--- config.mk ---
export PLATFORM = sky130hd
export DESIGN_NAME = password_serial_memory_protocol
export DESIGN_NICKNAME = d
export VERILOG_FILES = /design/src/shared/pwmem_pkg.sv /design/src/rtl/password_serial_memory_protocol.sv
export SDC_FILE = /design/constraint.sdc
export NUM_CORES = 2
export LEC_CHECK = 0
export CORE_ASPECT_RATIO = 0.75
export CORE_MARGIN = 3
export CORE_UTILIZATION = 50
export CTS_CLUSTER_DIAMETER = 120
export DETAILED_ROUTE_END_ITERATION = 7
export DONT_BUFFER_PORTS = 1
export PLACE_DENSITY_LB_ADDON = 0.15
export SLEW_MARGIN = 20
export SYNTH_ARGS = -nofsm -noshare
export SYNTH_HDL_FRONTEND = slang
export SYNTH_SLANG_ARGS = --single-unit
--- constraint.sdc ---
create_clock -name i_sys_clk -period 68.9 [get_ports i_sys_clk]
set_clock_uncertainty 0.05 [all_clocks]
set_input_delay 20.67 -clock i_sys_clk [delete_from_list [all_inputs] [get_ports i_sys_clk]]
set_output_delay 20.67 -clock i_sys_clk [all_outputs]
set_load 0.01 [all_outputs]
--- src/shared/pwmem_pkg.sv ---
// constants, types and state layout for the password-protected serial memory
// assumes a 50 MHz system clock that samples all serial pins
package pwmem_pkg;

    // ----------------------------------------
    // timing
    // ----------------------------------------
    localparam int SYS_CLK_HZ = 50_000_000;
    localparam int NV_WRITE_TIME_US = 10_000;
    localparam int NV_WRITE_CYCLES = NV_WRITE_TIME_US * (SYS_CLK_HZ / 1_000_000);
    localparam int BUSY_W = 20;

    // ----------------------------------------
    // array geometry
    // ----------------------------------------
    localparam int SECTORS = 14;
    localparam int SECTOR_BYTES = 8;
    localparam int ARRAY_BYTES = 112;
    localparam int ADDR_W = 7;
    localparam int PWD_BYTES = 8;
    localparam int ATR_BITS = 32;
    localparam logic [ADDR_W-1:0] LAST_ADDR = 7'h6f;
    localparam logic [3:0] BYTE_LAST = 4'h7;
    localparam logic [3:0] BYTE_FULL = 4'h8;
    localparam logic [3:0] SECTOR_LIMIT = 4'he;

    // ----------------------------------------
    // command encodings, msb first on the wire
    // ----------------------------------------
    localparam logic [7:0] CMD_SECTOR_MASK = 8'he0;
    localparam logic [7:0] CMD_SECTOR_CODE = 8'h80;
    localparam int CMD_SECTOR_LSB = 1;
    localparam int CMD_RW_BIT = 0;
    localparam logic [7:0] CMD_CHG_WRITE_PWD = 8'hfc;
    localparam logic [7:0] CMD_CHG_READ_PWD = 8'hfe;
    localparam logic [7:0] CMD_PWD_POLL = 8'h55;

    // ----------------------------------------
    // reset values
    // ----------------------------------------
    localparam logic [63:0] PWD_RESET = 64'h0000_0000_0000_0000;
    // arbitrary neutral value; the real pattern is fixed per product
    localparam logic [31:0] ATR_PATTERN_DEFAULT = 32'h0f0f_3c3c;

    typedef enum logic [2:0] {ST_IDLE, ST_CMD, ST_PWD, ST_WDATA, ST_RDATA, ST_ATR} proto_state_t;
    typedef enum logic [2:0] {OP_NONE, OP_WRITE, OP_READ, OP_CHG_WPW, OP_CHG_RPW} pending_op_t;

    typedef struct packed {
        logic [2:0] scl_s;
        logic [2:0] sda_s;
        logic [2:0] cs_s;
        logic [2:0] rst_s;
        proto_state_t state;
        proto_state_t after;
        logic [3:0] cnt;
        logic [7:0] sh;
        logic ack;
        logic oe;
        pending_op_t op;
        logic [3:0] sector;
        logic pwd_ok;
        logic mism;
        logic [3:0] bytes;
        logic over;
        logic [ADDR_W-1:0] addr;
        logic [63:0] wbuf;
        logic [4:0] atr_idx;
        logic [BUSY_W-1:0] busy_cnt;
        logic [63:0] wpw;
        logic [63:0] rpw;
        logic [ARRAY_BYTES-1:0][7:0] mem;
    } core_state_t;

endpackage
--- src/rtl/password_serial_memory_protocol.sv ---
// serial slave, command engine and array of the password-protected memory
// assumes the bench resolves the open-drain data wire from o_sda_oe
// Operation
// - data line is open drain; driven only while sending bits or acknowledges.
// - select high releases data line and returns to standby; writes continue.
// - reset pulse with select low and no write starts 32-bit answer stream.
// - select high during answer stream aborts it into standby.
// - fourteen sectors of eight bytes; accesses start at byte zero of sector.
// - reads continue as long as master keeps clocking and acknowledging.
// - both passwords start as all zeros.
// - data moves only after accepted password and completed poll.
// - eight-bit units; receiver pulls line low in ninth clock to acknowledge.
// - command byte during nonvolatile write gets no acknowledge.
// - stop before nonvolatile write cancels pending write and enters standby.
// - standby after each transaction and after failed protected access.
// - master supplies clock; device is slave and never drives clock.
// - data line changes only while clock low; high changes mean start/stop.
// - start is data falling with clock high; input ignored until start.
// - start during command or write data restarts; ignored while outputting.
// - stop is data rising with clock high; ends input, ignored during output.
// - sector command is 100, four sector bits, then 0 write or 1 read.
// - 11111100 changes write password, 01010101 polls; password checks per command.
// - unknown command byte gets no acknowledge and device returns to standby.
// - exactly eight data bytes then stop commit a write; otherwise unchanged.
// - poll after password acknowledges only if password was correct.
// - continuous reads advance through sectors, wrapping last to first.
// - answer stream repeats its 32 bits while clocks continue.
`timescale 1ns/1ps

module password_serial_memory_protocol #(
    parameter int unsigned NV_WRITE_CYCLES = pwmem_pkg::NV_WRITE_CYCLES,
    parameter logic [31:0] ATR_PATTERN = pwmem_pkg::ATR_PATTERN_DEFAULT
) (
    input wire logic i_sys_clk,
    input wire logic i_reset,
    input wire logic i_scl,
    input wire logic i_sda,
    input wire logic i_cs_n,
    input wire logic i_rst_req,
    output logic o_sda_o,
    output logic o_sda_oe,
    output logic o_nv_busy
);

    localparam logic [pwmem_pkg::BUSY_W-1:0] BUSY_LOAD = pwmem_pkg::BUSY_W'(NV_WRITE_CYCLES);

    pwmem_pkg::core_state_t st;
    pwmem_pkg::core_state_t next_st;

    logic scl_rise;
    logic scl_fall;
    logic start_seen;
    logic stop_seen;
    logic cs_high;
    logic rst_rise;
    logic busy;
    logic byte_done;
    logic [7:0] rx_byte;

    // ----------------------------------------
    // helpers
    // ----------------------------------------
    function automatic logic [7:0] pwd_byte(input logic [63:0] pw, input logic [3:0] idx);
        logic [5:0] base;
        base = 6'(6'd63 - {idx[2:0], 3'b000});
        return pw[base -: 8];
    endfunction

    function automatic logic [pwmem_pkg::ADDR_W-1:0] next_addr(input logic [pwmem_pkg::ADDR_W-1:0] a);
        return (a == pwmem_pkg::LAST_ADDR) ? '0 : pwmem_pkg::ADDR_W'(a + 1'b1);
    endfunction

    // ----------------------------------------
    // pin edges, from second synchroniser stage onward only
    // ----------------------------------------
    assign scl_rise = st.scl_s[1] & ~st.scl_s[2];
    assign scl_fall = ~st.scl_s[1] & st.scl_s[2];
    assign start_seen = st.scl_s[1] & st.scl_s[2] & ~st.sda_s[1] & st.sda_s[2];
    assign stop_seen = st.scl_s[1] & st.scl_s[2] & st.sda_s[1] & ~st.sda_s[2];
    assign cs_high = st.cs_s[1];
    assign rst_rise = st.rst_s[1] & ~st.rst_s[2];
    assign busy = (st.busy_cnt != '0);
    assign byte_done = scl_rise && (st.cnt == pwmem_pkg::BYTE_LAST) && (st.state != pwmem_pkg::ST_RDATA);
    assign rx_byte = {st.sh[6:0], st.sda_s[1]};

    // ----------------------------------------
    // next state
    // ----------------------------------------
    always_comb begin
        logic [63:0] ref_pw;
        logic [pwmem_pkg::ADDR_W-1:0] base;
        logic [7:0] tx;
        next_st = st;
        ref_pw = (st.op == pwmem_pkg::OP_READ) ? st.rpw : st.wpw;
        base = {st.sector[3:0], 3'b000};
        tx = st.mem[st.addr];
        next_st.scl_s = {st.scl_s[1:0], i_scl};
        next_st.sda_s = {st.sda_s[1:0], i_sda};
        next_st.cs_s = {st.cs_s[1:0], i_cs_n};
        next_st.rst_s = {st.rst_s[1:0], i_rst_req};
        if (busy) begin
            next_st.busy_cnt = pwmem_pkg::BUSY_W'(st.busy_cnt - 1'b1);
        end
        if (cs_high) begin
            // deselect leaves a running nonvolatile cycle alone
            next_st.state = pwmem_pkg::ST_IDLE;
            next_st.after = pwmem_pkg::ST_IDLE;
            next_st.oe = 1'b0;
            next_st.cnt = '0;
            next_st.op = pwmem_pkg::OP_NONE;
            next_st.pwd_ok = 1'b0;
        end else if (rst_rise && st.state == pwmem_pkg::ST_ATR) begin
            // a second pulse mid-stream stops it with the line released
            next_st.state = pwmem_pkg::ST_IDLE;
            next_st.oe = 1'b0;
        end else if (rst_rise && !busy) begin
            next_st.state = pwmem_pkg::ST_ATR;
            next_st.atr_idx = '0;
            next_st.oe = ~ATR_PATTERN[0];
            next_st.op = pwmem_pkg::OP_NONE;
        end else if (st.state == pwmem_pkg::ST_ATR) begin
            if (scl_fall) begin
                next_st.atr_idx = 5'(st.atr_idx + 1'b1);
                next_st.oe = ~ATR_PATTERN[5'(st.atr_idx + 1'b1)];
            end
        end else if (start_seen && st.state != pwmem_pkg::ST_RDATA) begin
            next_st.state = pwmem_pkg::ST_CMD;
            next_st.after = pwmem_pkg::ST_CMD;
            next_st.cnt = '0;
            next_st.oe = 1'b0;
            next_st.ack = 1'b0;
            if (st.state != pwmem_pkg::ST_IDLE) begin
                next_st.op = pwmem_pkg::OP_NONE;
            end
        end else if (stop_seen && st.state != pwmem_pkg::ST_RDATA) begin
            next_st.state = pwmem_pkg::ST_IDLE;
            next_st.after = pwmem_pkg::ST_IDLE;
            next_st.oe = 1'b0;
            next_st.cnt = '0;
            if (st.state == pwmem_pkg::ST_WDATA) begin
                next_st.op = pwmem_pkg::OP_NONE;
                if (st.bytes == pwmem_pkg::BYTE_FULL && !st.over) begin
                    next_st.busy_cnt = BUSY_LOAD;
                    unique case (st.op)
                        pwmem_pkg::OP_CHG_WPW: next_st.wpw = st.wbuf;
                        pwmem_pkg::OP_CHG_RPW: next_st.rpw = st.wbuf;
                        default: begin
                            for (int i = 0; i < pwmem_pkg::SECTOR_BYTES; i++) begin
                                next_st.mem[pwmem_pkg::ADDR_W'(base + i)] = st.wbuf[63 - 8 * i -: 8];
                            end
                        end
                    endcase
                end
            end else if (st.state != pwmem_pkg::ST_IDLE) begin
                next_st.op = pwmem_pkg::OP_NONE;
            end
        end else if (scl_rise) begin
            if (st.cnt < pwmem_pkg::BYTE_FULL) begin
                next_st.cnt = 4'(st.cnt + 1'b1);
                if (st.state != pwmem_pkg::ST_RDATA) begin
                    next_st.sh = rx_byte;
                end
            end else if (st.cnt == pwmem_pkg::BYTE_FULL) begin
                next_st.cnt = 4'h9;
                if (st.state == pwmem_pkg::ST_RDATA) begin
                    // master acknowledge keeps the stream going
                    next_st.after = st.sda_s[1] ? pwmem_pkg::ST_IDLE : pwmem_pkg::ST_RDATA;
                end
            end
            if (byte_done) begin
                next_st.ack = 1'b0;
                next_st.after = pwmem_pkg::ST_IDLE;
                unique case (st.state)
                    pwmem_pkg::ST_CMD: begin
                        if (busy) begin
                            next_st.ack = 1'b0;
                        end else if (rx_byte == pwmem_pkg::CMD_PWD_POLL) begin
                            if (st.op == pwmem_pkg::OP_NONE) begin
                                next_st.ack = 1'b1;
                            end else if (st.pwd_ok) begin
                                next_st.ack = 1'b1;
                                next_st.after = (st.op == pwmem_pkg::OP_READ) ? pwmem_pkg::ST_RDATA
                                                                             : pwmem_pkg::ST_WDATA;
                                next_st.addr = base;
                                next_st.bytes = '0;
                                next_st.over = 1'b0;
                            end else begin
                                next_st.op = pwmem_pkg::OP_NONE;
                            end
                        end else if ((rx_byte & pwmem_pkg::CMD_SECTOR_MASK) == pwmem_pkg::CMD_SECTOR_CODE) begin
                            if (rx_byte[pwmem_pkg::CMD_SECTOR_LSB +: 4] >= pwmem_pkg::SECTOR_LIMIT) begin
                                next_st.op = pwmem_pkg::OP_NONE;
                            end else begin
                                next_st.ack = 1'b1;
                                next_st.after = pwmem_pkg::ST_PWD;
                                next_st.sector = rx_byte[pwmem_pkg::CMD_SECTOR_LSB +: 4];
                                next_st.op = rx_byte[pwmem_pkg::CMD_RW_BIT] ? pwmem_pkg::OP_READ
                                                                            : pwmem_pkg::OP_WRITE;
                                next_st.bytes = '0;
                                next_st.mism = 1'b0;
                                next_st.pwd_ok = 1'b0;
                            end
                        end else if (rx_byte == pwmem_pkg::CMD_CHG_WRITE_PWD
                                     || rx_byte == pwmem_pkg::CMD_CHG_READ_PWD) begin
                            next_st.ack = 1'b1;
                            next_st.after = pwmem_pkg::ST_PWD;
                            next_st.op = (rx_byte == pwmem_pkg::CMD_CHG_WRITE_PWD) ? pwmem_pkg::OP_CHG_WPW
                                                                                   : pwmem_pkg::OP_CHG_RPW;
                            next_st.bytes = '0;
                            next_st.mism = 1'b0;
                            next_st.pwd_ok = 1'b0;
                        end else begin
                            next_st.op = pwmem_pkg::OP_NONE;
                        end
                    end
                    pwmem_pkg::ST_PWD: begin
                        // verdict waits for the last byte so timing leaks nothing
                        next_st.ack = 1'b1;
                        next_st.mism = st.mism | (rx_byte != pwd_byte(ref_pw, st.bytes));
                        next_st.bytes = 4'(st.bytes + 1'b1);
                        next_st.after = pwmem_pkg::ST_PWD;
                        if (st.bytes == pwmem_pkg::BYTE_LAST) begin
                            next_st.pwd_ok = ~(st.mism | (rx_byte != pwd_byte(ref_pw, st.bytes)));
                            next_st.busy_cnt = BUSY_LOAD;
                            next_st.after = pwmem_pkg::ST_IDLE;
                        end
                    end
                    pwmem_pkg::ST_WDATA: begin
                        next_st.ack = 1'b1;
                        next_st.after = pwmem_pkg::ST_WDATA;
                        if (st.bytes < pwmem_pkg::BYTE_FULL) begin
                            next_st.wbuf = {st.wbuf[55:0], rx_byte};
                            next_st.bytes = 4'(st.bytes + 1'b1);
                        end else begin
                            next_st.over = 1'b1;
                        end
                    end
                    default: begin
                        next_st.ack = 1'b0;
                    end
                endcase
            end
        end else if (scl_fall) begin
            if (st.cnt == pwmem_pkg::BYTE_FULL) begin
                // receiver owns the ninth clock
                next_st.oe = (st.state == pwmem_pkg::ST_RDATA) ? 1'b0 : st.ack;
            end else if (st.cnt == 4'h9) begin
                next_st.cnt = '0;
                next_st.state = st.after;
                next_st.oe = 1'b0;
                if (st.after == pwmem_pkg::ST_RDATA) begin
                    next_st.sh = tx;
                    next_st.oe = ~tx[7];
                    next_st.addr = next_addr(st.addr);
                end
            end else if (st.state == pwmem_pkg::ST_RDATA && st.cnt != '0) begin
                next_st.sh = {st.sh[6:0], 1'b0};
                next_st.oe = ~st.sh[6];
            end
        end
    end

    always_ff @(posedge i_sys_clk or posedge i_reset) begin
        if (i_reset) begin
            st <= '0;
            // sync stages start at the idle pin levels so no false edge follows reset
            st.scl_s <= 3'h7;
            st.sda_s <= 3'h7;
            st.cs_s <= 3'h7;
        end else begin
            st <= next_st;
        end
    end

    // ----------------------------------------
    // pins: only ever pull low, clock is input only
    // ----------------------------------------
    assign o_sda_o = 1'b0;
    assign o_sda_oe = st.oe;
    assign o_nv_busy = busy;
endmodule

==> impl_metrics.py <==
metrics = {
    "pwr": {
        "clockPowerShare_pct": 43.8,
        "power.internal_uw": 1090,
        "power_frac_seq_pct": 48.8,
        "p_per_area_mw_per_mm2": 24.6,
        "netSwitchingFraction_pct": 24.0,
        "netSwitchingPower_uw": 346,
        "pwr-share-comb_pct": 7.4,
        "leakagePower_uw": 0.0283,
        "peakVddDrop_mv": 0.0201,
    },
    "global_route": {
        "grt_pass1_wl_um": 208000,
        "antenna_found_initial": 1,
        "grt_usage_pct": 24.5,
        "grt_max_degree": 144,
        "grt_remaining_overflow": 0,
        "first_global_vias": 33300,
    },
    "route": {
        "dr.pass1.iters": 5,
        "via_per_inst": 6.29,
        "routedWlPerCell_um": 27.0,
        "drc_errors": 0,
        "vias": 30900,
        "ant_nets": 0,
        "wl_um": 132000,
        "drt_iter0_markers": 2279,
    },
    "floorplan": {
        "die_w_um": 384,
        "rows": 103,
        "start_util_pct": 50.6,
        "core-area_mm2": 0.106,
        "die_area_mm2": 0.111,
        "ios": 9,
        "die_h_um": 289,
    },
    "logic_synthesis": {
        "mappedNetlistArea_mm2": 0.0535,
        "synth_top_family_by_area": "multiplexers",
        "synth.largest_area_cell": "dfrtp_1",
        "ys_async_sr_fraction_pct": 100,
        "synth_compound_area_share_pct": 2.31,
        "synth_cell_types": 79,
        "yosys.area_share.simple_pct": 3.89,
        "avgSynthCellArea_um2": 15.2,
        "synth_xor_area_share_pct": 0.344,
        "syn_nets": 3531,
        "synth_flop_cell": "dfrtp_1",
        "synth_area_leaders": "dfrtp_1, mux2_2, mux4_2",
        "synth_top_cell_area_share_pct": 54.1,
        "syn_inst": 3515,
        "synth.yosys.seq_area_share_pct": 54.5,
        "muxShareOfSynthArea_pct": 36.1,
        "synthAdderAreaFrac_pct": 0.234,
        "synth-edff-count": 0,
        "ys_ff_latch": 1164,
        "ys_warn_count": 0,
    },
    "cells_and_area": {
        "multiInputGateArea_mm2": 0.0231,
        "syn_to_final_growth_pct": 9.23,
        "nNetsFinal": 3409,
        "final_common_cell": "dfrtp_1",
        "drive_above_1_share_pct": 33.5,
        "final_core_util_pct": 55.3,
        "n_fill_cell": 8328,
        "regArea_mm2": 0.0292,
        "mostFrequentLayoutCells": "dfrtp_1, mux2_2, mux2_1",
    },
    "clock_network": {
        "cts_buffer_depth": 3,
        "cts_tree": "yes",
        "cts_sinks": 1164,
        "cts-resized-gates": 0,
        "cts.clk_slew.worst_paths_ps": 60,
        "holdBufCountCts": 0,
        "cts_setup_buffers": 0,
        "cts_buffers": 112,
        "insertion_delay_ps": 710,
        "htree_levels": 3,
        "clock-root-buffer": "clkbuf_16",
    },
    "sta": {
        "timing.fmax_ghz": 0.0419,
        "final-max-slew-violation-count": 0,
        "setup_viol": 0,
        "tightest_slew_ps": 1160,
        "finalHoldViolations": 0,
        "final.min_clock_period_ps": 23890,
        "slew_headroom_pct": 23.0,
        "period_share_pct": 34.7,
        "rsz0062_at_grt": "no",
        "fin_setup_tns_ps": 0,
        "whs_ps": 306,
    },
    "worst_setup_path": {
        "end_kind": "async pin",
        "startpoint_type": "primary input",
        "startpoint": "i_reset",
        "arrival_ps": 24510,
        "crit_path_cell_trace": "clkinv_8 -> buf_6 -> buf_4 -> buf_6 -> buf_4",
        "crit_family": "buffers and inverters",
        "crit_fanout": 143,
        "reg2reg_from": "st[1152]$_DFFE_PP0P_",
        "critPathMaxStageDelay_ps": 860,
        "cp_slowest_cell": "buf_4",
        "path_class": "in -> async",
        "critical_path_required_ps": 69530,
        "crit_buf_inv": 5,
    },
    "placement": {
        "gp_congestion": 0.842,
        "portBuffers": 0,
        "dp_hpwl_um": 77900,
    },
    "flow_run": {
        "max_cap_violations": 0,
    },
    "hold_path": {
        "min_path_type": "reg -> reg",
        "min_from": "next_st[1161]$_DFF_PP1_",
    },
    "status": {
        "status": "complete, no violations",
    },
}
[per-stage QoR]
step	cell area, um2	power (uW)	instances	setup slack [ps]
2_1_floorplan	53500	792	3515	15410
3_3_place_gp	54500	823	4692	43650
3_5_place_dp	54500	824	4692	43360
4_1_cts	58300	1460	4901	44100
5_1_grt	58400	1490	4905	44370
6_report	58400	1440	4906	45010
[cells in the mapped netlist, types with 14 or more instances]
cell	instances
nand2b_1	21
nand3_1	50
dfrtp_1	1156
mux2_2	587
o211ai_1	14
nor3_1	30
xnor2_1	14
clkbuf_1	123
mux2_1	512
nor2_1	77
nand2_1	79
mux2i_1	41
inv_1	21
buf_1	22
mux4_2	289
buf_2	124
nor2b_1	14
nand3b_1	21
o21ai_0	54
a21oi_1	38
[kinds of logic (layout without fill, tap and decap cells)]
family	after synthesis	in the layout
buffers and inverters	312	285
AND/OR/NAND/NOR	388	388
other	1	2
XOR/XNOR	21	21
AO/OA/AOI/OAI	190	190
multiplexers	1429	1429
flip-flops	1164	1164
adder cells (fa/ha/maj)	10	10
[power by group through the flow]
stage	Clock [uW]	Combinational [uW]	Sequential, uW
after CTS	645	109	702
after floorplan	0	89.4	703
final	631	106	703
after global routing	675	117	703
after global placement	0	108	715
after detailed placement	0	109	715
[worst paths after layout]
kind                       slack (ps)                 endpoint  cells after the start
max reg2reg                     64070                 register                      9
min in group asynchronous       19890                async pin                      1
max                             45010                async pin                      5
min                               310  next_st[1162]$_DFF_PP1_                      0
max in group i_sys_clk          45580                o_nv_busy                      4
min reg2reg                       310  next_st[1162]$_DFF_PP1_                      0
[cell type report]
type / count / share of cell area (%)
diodes: 1 / 0.00428
clock buffers: 168 / 5.77
clock inverters: 41 / 0.749
inverters: 24 / 0.176
multi-input cells: 2039 / 39.5
flip-flops and latches: 1164 / 49.9
well taps: 1417 / 3.03
repair buffers: 52 / 0.867
[metal layers]
metal | GRT usage, % | part of all wire, % | up-vias
li1 | - | - | 12900
met1 | 35.7 | 46 | 17000
met2 | 38.9 | 47 | 811
met3 | 3.85 | 5.0 | 219
met4 | 6.04 | 2.5 | 0
met5 | 0 | 0 | -
(Power assumes the default switching activity.)
